`src/design/vidr_pkg.sv`:
```
package vidr_pkg;
	// response identity and fixed codes
	localparam logic [7:0] VIDR_RESP_TYPE = 8'h95;
	localparam logic [7:0] VIDR_REQ_TYPE = 8'h15;
	localparam logic [15:0] VIDR_CODE_OK = 16'h0000;
	localparam logic [15:0] VIDR_REASON_NONE = 16'h0000;
	// protocol compatibility version, BCD with single-digit marker
	localparam logic [7:0] VIDR_VER_MAJOR = 8'hf1;
	localparam logic [7:0] VIDR_VER_MINOR = 8'hf2;
	localparam logic [7:0] VIDR_VER_UPDATE = 8'hf0;
	localparam logic [7:0] VIDR_SFX_FIRST = 8'h00;
	localparam logic [7:0] VIDR_SFX_SECOND = 8'h00;
	localparam logic [7:0] VIDR_SFX_UNUSED = 8'h00;
	localparam logic [7:0] VIDR_NO_UPDATE = 8'hff;
	localparam logic [3:0] VIDR_BCD_SINGLE = 4'hf;
	localparam logic [3:0] VIDR_BCD_MAX = 4'h9;
	localparam logic [23:0] VIDR_RSVD = 24'h000000;
	// identifier defaults
	localparam logic [15:0] VIDR_PCI_NONE = 16'h0000;
	localparam logic [31:0] VIDR_MAKER_UNUSED = 32'hffffffff;
	// frame geometry: bytes 16..59 leave the builder, header is added elsewhere
	localparam logic [5:0] VIDR_FIRST_BYTE = 6'h10;
	localparam logic [5:0] VIDR_FRAME_BYTES = 6'h2c;
	localparam int VIDR_SUM_WORDS = 20;
	localparam int VIDR_NAME_BYTES = 12;
	localparam int VIDR_FIFO_DEPTH = 32;
	localparam int VIDR_NFUNC = 8;

	typedef struct packed {
		logic [15:0] did;
		logic [15:0] vid;
		logic [15:0] ssid;
		logic [15:0] svid;
	} vidr_pci_type;

	// field order equals wire order, most significant first
	typedef struct packed {
		logic [15:0] resp_code;
		logic [15:0] reason_code;
		logic [7:0] major;
		logic [7:0] minor;
		logic [7:0] update;
		logic [7:0] first_suffix_char;
		logic [23:0] rsvd;
		logic [7:0] second_suffix_char;
		logic [95:0] fw_name;
		logic [31:0] fw_version;
		vidr_pci_type pci;
		logic [31:0] maker_enterprise_number;
		logic [31:0] checksum;
	} vidr_frame_type;

	typedef enum logic [0:0] {
		VIDR_IDLE = 1'b0,
		VIDR_SEND = 1'b1
	} vidr_state_type;
endpackage : vidr_pkg

```
`src/design/vidr_builder.sv`:
```
`timescale 1ns/100ps
////////////////////////////////////////////////////////////////////////////////
// byte fifo with honest full and empty; read side is a plain array lookup
module vidr_fifo #(
	parameter int WIDTH = 9,
	parameter int DEPTH = 32
) (
	input wire logic clk,
	input wire logic rst,
	input wire logic in_valid,
	output logic in_ready,
	input wire logic [WIDTH-1:0] in_data,
	output logic out_valid,
	input wire logic out_ready,
	output logic [WIDTH-1:0] out_data
);
	localparam int AW = $clog2(DEPTH);
	logic [WIDTH-1:0] mem_q [DEPTH];
	logic [AW:0] wr_q;
	logic [AW:0] rd_q;
	wire logic full_w = (wr_q[AW] != rd_q[AW]) && (wr_q[AW-1:0] == rd_q[AW-1:0]);
	wire logic empty_w = (wr_q == rd_q);
	wire logic push_w = in_valid && !full_w;
	wire logic pop_w = out_valid && out_ready;

	assign in_ready = !full_w;
	assign out_valid = !empty_w;
	assign out_data = mem_q[rd_q[AW-1:0]];

	// pointers carry a wrap bit so full and empty never alias
	always_ff @(posedge clk) begin
		if (rst) begin
			wr_q <= '0;
			rd_q <= '0;
		end else begin
			if (push_w) wr_q <= wr_q + 1'b1;
			if (pop_w) rd_q <= rd_q + 1'b1;
		end
	end

	// storage needs no reset, pointers guard it
	always_ff @(posedge clk) begin
		if (push_w) mem_q[wr_q[AW-1:0]] <= in_data;
	end
endmodule : vidr_fifo

////////////////////////////////////////////////////////////////////////////////
// How it works
// (RULE1) every accepted request gets one response of type 0x95, no own reason code
// (RULE2) version word at 20-23, second suffix low in 24-27, name at 28-39
// (RULE3) fw version 40-43 MSB first, PCI ids 44-51, maker 52-55, checksum 56-59
// (RULE4) major, minor and update bytes are packed two-digit BCD
// (RULE5) suffix bytes are Latin-1 or zero; second only used after first
// (RULE6) upper nibble 0xF marks a single-digit BCD byte; receiver ignores it
// (RULE7) update 0xFF means absent; major and minor never carry 0xFF
// (RULE8) reported version is major 0xF1, minor 0xF2, update 0xF0, suffixes zero
// (RULE9) firmware name is left-justified, first character in most significant byte
// (RULE10) short name ends with a zero byte; bytes after it are don't care
// (RULE11) firmware version is a vendor-chosen 32-bit value of four point bytes
// (RULE12) with no shared host interface all four PCI ids are zero
// (RULE13) with a shared host interface the ids are that interface's
// (RULE14) with several functions, report the lowest-numbered assigned function
// (RULE15) the requester sends command 0x15 carrying header, checksum and padding only
// (RULE16) maker number is a 32-bit binary value, all ones when unused
// (RULE17) fields come from static inputs, sent in field order, checksum last
module vidr_builder
	import vidr_pkg::*;
#(
	parameter int NFUNC = VIDR_NFUNC,
	parameter int FIFO_DEPTH = VIDR_FIFO_DEPTH
) (
	input wire logic CLOCK,
	input wire logic RESET,
	input wire logic REQUEST,
	input wire logic REQ_FAIL,
	input wire logic [15:0] FAIL_CODE,
	input wire logic [15:0] FAIL_REASON,
	input wire logic [95:0] FW_NAME,
	input wire logic [31:0] FW_VERSION,
	input wire logic HOST_PCI_SHARED,
	input wire logic [NFUNC-1:0] FUNC_ASSIGNED,
	input wire vidr_pci_type [NFUNC-1:0] FUNC_PCI_IDS,
	input wire logic MAKER_VALID,
	input wire logic [31:0] MAKER_NUMBER,
	input wire logic [31:0] HEADER_SUM,
	input wire logic OUT_READY,
	output logic OUT_VALID,
	output logic [7:0] OUT_DATA,
	output logic OUT_LAST,
	output logic [7:0] RESP_TYPE,
	output logic BUSY
);
	localparam int FW = $clog2(NFUNC);

	// lowest set bit of the assignment mask; zero when nothing is assigned
	function automatic logic [FW-1:0] lowest_func(input logic [NFUNC-1:0] mask);
		logic [FW-1:0] idx;
		idx = '0;
		for (int i = NFUNC - 1; i >= 0; i--) begin
			if (mask[i]) idx = FW'(i);
		end
		return idx;
	endfunction : lowest_func

	// legal packed BCD byte, single-digit form allowed
	function automatic logic is_bcd(input logic [7:0] b);
		return (b[3:0] <= VIDR_BCD_MAX) && ((b[7:4] <= VIDR_BCD_MAX) || (b[7:4] == VIDR_BCD_SINGLE));
	endfunction : is_bcd

	// two's complement of the 16-bit word sum, seeded with the header sum the caller passes
	function automatic logic [31:0] frame_sum(input logic [319:0] body, input logic [31:0] hdr);
		logic [31:0] s;
		s = hdr;
		for (int i = 0; i < VIDR_SUM_WORDS; i++) begin
			s = s + {16'h0000, body[i*16 +: 16]};
		end
		return (~s) + 32'h00000001;
	endfunction : frame_sum

	vidr_state_type state_q;
	vidr_state_type state_d;
	vidr_frame_type frame_q;
	vidr_frame_type frame_w;
	logic [5:0] cnt_q;
	logic out_valid_q;
	logic [7:0] out_data_q;
	logic out_last_q;
	logic [7:0] resp_type_q;
	logic busy_q;
	logic fifo_in_ready;
	logic fifo_out_valid;
	logic [8:0] fifo_out_data;

	////////////////////////////////////////////////////////////////////////////////
	// field assembly from static configuration
	wire logic [FW-1:0] func_sel = lowest_func(FUNC_ASSIGNED); // RULE14
	wire vidr_pci_type pci_none_w = vidr_pci_type'({4{VIDR_PCI_NONE}}); // RULE12
	wire vidr_pci_type pci_sel = HOST_PCI_SHARED ? FUNC_PCI_IDS[func_sel] : pci_none_w; // RULE13
	// second suffix is forced unused while the first is unused
	wire logic [7:0] sfx2_w = (VIDR_SFX_FIRST == VIDR_SFX_UNUSED) ? VIDR_SFX_UNUSED : VIDR_SFX_SECOND; // RULE5
	wire logic [31:0] maker_w = MAKER_VALID ? MAKER_NUMBER : VIDR_MAKER_UNUSED; // RULE16

	always_comb begin
		frame_w.resp_code = REQ_FAIL ? FAIL_CODE : VIDR_CODE_OK; // RULE1
		frame_w.reason_code = REQ_FAIL ? FAIL_REASON : VIDR_REASON_NONE; // RULE1
		frame_w.major = VIDR_VER_MAJOR; // RULE8 RULE4 RULE6 RULE7
		frame_w.minor = VIDR_VER_MINOR; // RULE8 RULE4 RULE6 RULE7
		frame_w.update = VIDR_VER_UPDATE; // RULE8 RULE4
		frame_w.first_suffix_char = VIDR_SFX_FIRST; // RULE8 RULE5
		frame_w.rsvd = VIDR_RSVD; // RULE2
		frame_w.second_suffix_char = sfx2_w; // RULE2
		frame_w.fw_name = FW_NAME; // RULE9 RULE10
		frame_w.fw_version = FW_VERSION; // RULE11 RULE3
		frame_w.pci = pci_sel; // RULE3
		frame_w.maker_enterprise_number = maker_w; // RULE3
		frame_w.checksum = 32'h00000000;
		frame_w.checksum = frame_sum(frame_w[351:32], HEADER_SUM); // RULE3
	end

	////////////////////////////////////////////////////////////////////////////////
	// sequencer: snapshot on request, then shift out one byte per fifo slot
	wire logic push_valid = (state_q == VIDR_SEND);
	wire logic push_fire = push_valid && fifo_in_ready;
	wire logic push_last = (cnt_q == 6'h01);
	wire logic [7:0] push_byte = frame_q[351:344];
	wire logic take_req = (state_q == VIDR_IDLE) && REQUEST; // RULE1

	always_comb begin
		case (state_q)
			VIDR_IDLE: state_d = take_req ? VIDR_SEND : VIDR_IDLE;
			VIDR_SEND: state_d = (push_fire && push_last) ? VIDR_IDLE : VIDR_SEND;
			default: state_d = VIDR_IDLE;
		endcase
	end

	// a request during a response is dropped; the requester retries on timeout
	always_ff @(posedge CLOCK) begin
		if (RESET) begin
			state_q <= VIDR_IDLE;
			cnt_q <= 6'h00;
			frame_q <= '0;
		end else begin
			state_q <= state_d;
			if (take_req) begin
				frame_q <= frame_w; // RULE17
				cnt_q <= VIDR_FRAME_BYTES;
			end else if (push_fire) begin
				frame_q <= frame_q << 8; // RULE17
				cnt_q <= cnt_q - 6'h01;
			end
		end
	end

	// output flop takes a new byte whenever it is empty or being drained
	wire logic pop_ready = !out_valid_q || OUT_READY;

	vidr_fifo #(
		.WIDTH(9),
		.DEPTH(FIFO_DEPTH)
	) u_fifo (
		.clk(CLOCK),
		.rst(RESET),
		.in_valid(push_valid),
		.in_ready(fifo_in_ready),
		.in_data({push_last, push_byte}),
		.out_valid(fifo_out_valid),
		.out_ready(pop_ready),
		.out_data(fifo_out_data)
	);

	////////////////////////////////////////////////////////////////////////////////
	// registered output stage so every port comes from a flop
	always_ff @(posedge CLOCK) begin
		if (RESET) begin
			out_valid_q <= 1'b0;
			out_data_q <= 8'h00;
			out_last_q <= 1'b0;
		end else if (pop_ready) begin
			out_valid_q <= fifo_out_valid;
			out_data_q <= fifo_out_data[7:0];
			out_last_q <= fifo_out_data[8] && fifo_out_valid;
		end
	end

	// type is constant for this builder; busy covers framing only, not fifo drain
	always_ff @(posedge CLOCK) begin
		if (RESET) begin
			resp_type_q <= 8'h00;
			busy_q <= 1'b0;
		end else begin
			resp_type_q <= VIDR_RESP_TYPE; // RULE1
			busy_q <= (state_d == VIDR_SEND);
		end
	end

	assign OUT_VALID = out_valid_q;
	assign OUT_DATA = out_data_q;
	assign OUT_LAST = out_last_q;
	assign RESP_TYPE = resp_type_q;
	assign BUSY = busy_q;
endmodule : vidr_builder

```
`config.mk`:
```
export PLATFORM = sky130hd
export DESIGN_NAME = vidr_builder
export DESIGN_NICKNAME = d
export VERILOG_FILES = /design/src/design/vidr_pkg.sv /design/src/design/vidr_builder.sv
export SDC_FILE = /design/constraint.sdc
export NUM_CORES = 2
export LEC_CHECK = 0
export BUFFER_PORTS_ARGS = -buffer_cell sky130_fd_sc_hd__buf_2
export CAP_MARGIN = 10
export CORE_ASPECT_RATIO = 0.5
export CORE_UTILIZATION = 30
export CTS_CLUSTER_SIZE = 12
export DETAILED_ROUTE_END_ITERATION = 8
export SETUP_SLACK_MARGIN = 0.02
export SLEW_MARGIN = 20
export SYNTH_ARGS = -nofsm -noshare
export SYNTH_HDL_FRONTEND = slang
export SYNTH_SLANG_ARGS = --single-unit
```
`constraint.sdc`:
```
create_clock -name CLOCK -period 9.2 [get_ports CLOCK]
set_clock_uncertainty 0.2 [all_clocks]
set_input_delay 0.92 -clock CLOCK [delete_from_list [all_inputs] [get_ports CLOCK]]
set_output_delay 0.92 -clock CLOCK [all_outputs]
set_load 0.02 [all_outputs]
```
* Word level (Yosys, flattened, before mapping) *
Memories as Yosys holds them, arrays and structs flattened. A register that Yosys moved wholly into a read port is not among the register bits.
Index checks and enable logic that the tools add are counted.

storage, ports and cells
  bits in registers = 389
  bits in writable memories = 288
  bits of input ports = 751
  output and inout port bits = 19
  memories kept = 1

memories
  name          depth  bits a word  read ports  clocked after Yosys merged registers in  wr ports  RTL line            text
  u_fifo.mem_q  32     9            1           1                                        1         vidr_builder.sv:18  logic [WIDTH-1:0] mem_q [DEPTH];

cells by class
  add/subtract/negate cells = 22
  order comparisons = 1
  equality and inequality tests = 4
  muxes and demuxes = 26
  bitwise operators = 2
  reduce and logical (&&, ||, !) cells = 12

operators by type and width
  cell                                                         number
  2-to-1 mux 352 bit                                           2
  adder 32 x 16 -> 32 bit                                      16
  binary-select mux 64 bit (select 3 bit)                      1
  2-to-1 mux 64 bit                                            2
  adder 32 x 16 -> 32 bit (second input constant)              2
  adder 32 x 1 -> 32 bit (second input constant)               1
  2-to-1 mux 16 bit                                            2
  2-to-1 mux 32 bit                                            1
  inverter 32 bit                                              1
  2-to-1 mux 3 bit                                             8
  adder 6 x 1 -> 6 bit (second input constant)                 2
  2-to-1 mux 6 bit                                             2
  2-to-1 mux 5 bit                                             2
  2-to-1 mux 8 bit                                             1
  == test 6 x 1 -> 1 bit (second input constant)               1
  == test 6 bit                                                1
  logical AND 1 bit                                            6
  subtractor 6 x 1 -> 6 bit (second input constant)            1
  == test 5 bit                                                1
  less-than comparator 3 x 4 -> 1 bit (second input constant)  1
  2-to-1 mux 1 bit                                             4
  zero test 1 bit                                              3
  one-hot mux 1 bit (2 select lines)                           1
  nonzero test 2 bit                                           1
  4 further kinds                                              4

* Logic depth before layout (Yosys ltp) *
  depth after elaboration = 30
  mapped depth = 35
  mapped depth without buffers = 31

* Hierarchy *
A second synthesis with hierarchy kept.

unflattened totals
  cell total of the unflattened synthesis = 3591
  area total of the unflattened synthesis = 39008.7 µm²

modules (own cells, without submodules)
  module        instances  cells each  area each (µm²)  seq. area each (µm²)
  vidr_builder  1          3053        27141.0          7407.1
  vidr_fifo     1          538         11867.6          8988.6

* Least setup slack after synthesis *
OpenSTA, ideal clock, no wires.

  path type = input port to flip-flop
  start point = in FUNC_ASSIGNED[6]
  end point = reg frame_q[26] in the netlist's numbering
  setup time = 0.081 ns
  arrival time = 9.066 ns
  slack = -0.147 ns
  stages = 31
  path buffers = 3
  path through = inv_1 -> a21oi_1 -> o21bai_1 -> a21oi_1 -> nor2_1 -> buf_1 -> buf_1 -> mux4_2 -> nand2_1 -> nand2_1 -> nand2_1 -> fa_1 -> fa_1 -> fa_1 -> fa_1 -> inv_1 -> fa_1 -> inv_1 -> fa_1 -> inv_1 -> ha_1 -> buf_6 -> a21oi_1 -> o22ai_1 -> or2_4 -> or3_1 -> a222oi_1 -> nand4_2 -> or4_4 -> or4_1 -> a41oi_1

between the ends
  word-level cells in the longest chain between the ends = 29

ends and longest elaborated chain
  what                                       RTL line             text
  from (decl)                                vidr_builder.sv:81   input wire logic [NFUNC-1:0] FUNC_ASSIGNED,
  2-to-1 mux 3 bit * (7 in series)           vidr_builder.sv:100  if (mask[i]) idx = FW'(i);
  binary-select mux 64 bit (select 3 bit) *  vidr_builder.sv:138  wire vidr_pci_type pci_sel = HOST_PCI_SHARED ? FUNC_PCI_IDS[func_sel] : pci_none_w;
  2-to-1 mux 64 bit (implied by the code) *  vidr_builder.sv:138
  2-to-1 mux 64 bit *                        vidr_builder.sv:138
  adder 32 x 16 -> 32 bit (3 in series)      vidr_builder.sv:115  s = s + {16'h0000, body[i*16 +: 16]};
  adder 32 x 16 -> 32 bit * (13 in series)   vidr_builder.sv:115
  inverter 32 bit *                          vidr_builder.sv:117  return (~s) + 32'h00000001;
  adder 32 x 1 -> 32 bit *                   vidr_builder.sv:117
  2-to-1 mux 352 bit *                       vidr_builder.sv:184  if (take_req) begin
  to (signal assigned)                       vidr_builder.sv:185  frame_q <= frame_w;
  to (signal assigned)                       vidr_builder.sv:188  frame_q <= frame_q << 8;
  to (decl)                                  vidr_builder.sv:122  vidr_frame_type frame_q;

Every way passes the cells marked *; elsewhere a longest branch is shown, timed or not. The select of a mux whose other input is x is not followed.
A chain may end at the register's enable or synchronous reset.

* Worst setup path after layout *
  start point = in FUNC_ASSIGNED[6]
  end point = reg frame_q[28] in the netlist's numbering

The elaborated chain is that of the path after synthesis.

==> reports/metrics.csv <==
metric;value;unit
start_kind;input port;
power.total;0.0251;W
syn2layout_area_growth;23.3;%
p_int;0.0135;W
seq_area_frac_synth;42.2;%
antenna_found_initial;59;
drv_cap;0;
cts_buffer_depth;3;
synth_area_leaders;edfxtp_1, dfxtp_1, mux4_2;
die_w;511;microns
dpl.hpwl;135000;microns
swShare;46.1;%
core.rowCount;92;
seq_power_share;13.6;%
cts_tree;built;
seqCellArea;16400;sq um
avgSynthCellArea;10.8;sq um
worstPathArrival;9.11;ns
synth_most_common_cell;nand2_1;
async_flop_share;0;%
crit_path_max_fanout;14;
ant_nets;0;
cts_num_sinks;675;
ys.flop_type;dfxtp_1;
hold_viol;0;
coreArea;127000;sq um
crit_path_end_kind;flop;
dp_cells;5979;
worst_pin_slew;1.40;ns
final_cells;6143;
leakage;18.9;nW
num_vias;32358;
p_comb_share;74.9;%
drt_iter0_markers;3270;
nets;5418;
cp.required;9.49;ns
slew_headroom;6.65;%
cts.clk_slew.worst_paths;0.06;ns
drc_errors;0;
io_pins;770;
syn_area;38800;sq um
dieArea;131000;sq um
dr.pass1.iters;6;
via_per_inst;5.27;
finalSetupViolCount;0;
synth-seq-cells;675;
hold_class;flop to flop;
p_clk_share;11.5;%
synth_edf_count;288;
grt_overflow_total;0;
crit_type;input port to flop;
gr-usage-all-layers;24.9;%
syn_inst;3603;
crit_slowest_cell;fa_1;
outcome;finished, final reports clean;
grt_pass1_wl;234000;microns
root_buffer;clkbuf_16;
cts_max_level;3;
port_buffers;765;
synth_top_cell_by_area;edfxtp_1;
wire_per_inst;27.2;microns
drt_wl_total;167000;microns
die_y;256;microns
period_needed;8.82;ns
cts_buffers;72;
synth.distinct_cells;65;
insertion_delay;0.69;ns
maxClockFrequency;113;MHz
power.density;524;nW/um^2
fin_crit_sh;95.9;%
cp_slowest_stage_delay;0.58;ns
switchingPower;0.0116;W
synth_top_area_share;22.3;%
routabilityCongestion;1.02;
multi_input_area;20300;sq um
grt_pass1_vias;32444;
start_util;30.5;%
slew_violations;0;
grt_max_degree;222;
drive_gt1_share;29.5;%
synth_common_cells;nand2_1, dfxtp_1, a21oi_1;
yosysWarnings;0;
fillers;12580;
ir_drop;1040;uV
## per-layer routing
| layer | track usage, % | wire (microns) | vias up |
|---|---|---|---|
| met5 | 0 | 27 | - |
| li1 | - | - | 14286 |
| met2 | 41.8 | 81700 | 1405 |
| met1 | 32.0 | 68600 | 16389 |
| met4 | 11.0 | 6770 | 4 |
| met3 | 3.64 | 9840 | 274 |
## cells in the final DEF, fill, tap and decap left out, drive strengths merged, types with 4 or more instances in the layout
master,instances
a211oi,12
a21boi,23
a21o,10
a21oi,367
a22oi,262
a31oi,7
a32oi,13
and2,27
and3,11
and4,5
buf,942
clkbuf,113
clkinv,11
conb,4
dfxtp,387
diode,33
edfxtp,288
fa,237
ha,68
inv,333
mux2i,12
mux4,218
nand2,602
nand2b,37
nand3,86
nand4,16
nor2,105
nor2b,8
nor3,54
nor4,13
o211ai,5
o21a,8
o21ai,27
o21bai,4
o22ai,11
or3,10
xnor2,31
xor2,25
## stage by stage
step	hold WS, ns	setup WS (ns)	cell area (sq um)	utilization, %	setup TNS (ns)
final	0.209	0.382	47900	37.6	0
after global routing	0.251	-0.00350	47800	37.6	-0.00350
after global placement	0.240	-0.144	45400	35.7	-0.790
after CTS	0.204	0.399	47700	37.5	0
after detailed placement	0.244	-0.260	45400	35.7	-1.94
after floorplan	0.232	0.0760	38800	-	0
## power by group through the flow
stage | combinational (W) | clock (W) | sequential, W
after floorplan | 0.0105 | 0 | 0.00342
after global placement | 0.0183 | 0 | 0.00347
after detailed placement | 0.0184 | 0 | 0.00347
after CTS | 0.0186 | 0.00295 | 0.00341
after global routing | 0.0206 | 0.00307 | 0.00343
final | 0.0188 | 0.00289 | 0.00341
## flip-flops by register name, indices dropped and copies added, names as in the netlist, named ones only
register / flops
cnt_q: 6
u_fifo.wr_q: 6
OUT_DATA: 8
RESP_TYPE: 1
u_fifo.mem_q: 288
frame_q: 352
u_fifo.rd_q: 6
OUT_VALID: 1
BUSY: 1
OUT_LAST: 1
## cell type report
cell class                      instances  area share, %
Inverter                              328           2.57
Multi-Input combinational cell       2343           42.4
Antenna cell                           33          0.173
Clock inverter                         17          0.533
Timing Repair Buffer                  942           11.3
Clock buffer                          113           4.32
Sequential cell                       675           34.3
Tap cell                             1692           4.42
## critical path: cells and delay by family
kind	cells	cell delay [ns]
compound gates	7	1.13
simple gates	9	1.96
buf+inv	11	1.21
fa+ha+maj	7	3.13
mux	1	0.52
xor+xnor	1	0.19
## cells by family after synthesis
logic type,Yosys count,share of synthesized area (%)
AOI/OAI and AO/OA,760,12.2
xor gates and xnor gates,56,1.26
adders and majority gates,305,14.4
buffers and inverters,588,5.77
DFF,675,42.2
muxes,231,13.0
other,1,0.00966
and+or+nand+nor,987,11.1
## final timing paths
check	from	endpoint	slack, ns	cells past startpoint
worst max-delay path	FUNC_ASSIGNED[6]	frame_q[28]	0.38	36
worst min-delay path	frame_q[265]	frame_q[273]	0.21	2
worst max register to register	u_fifo.wr_q[3]	frame_q[245]	5.51	8
worst min register to register	frame_q[265]	frame_q[273]	0.21	2
## timing repair
| item | CTS | global route |
|---|---|---|
| hold endpoints to repair | 0 | 0 |
| buffers inserted | 0 | 1 |
| endpoints found under the setup margin | 0 | 8 |
| gates resized for setup | 0 | 7 |
| hold buffers | 0 | 0 |
Power figures use the tool's default switching activity.
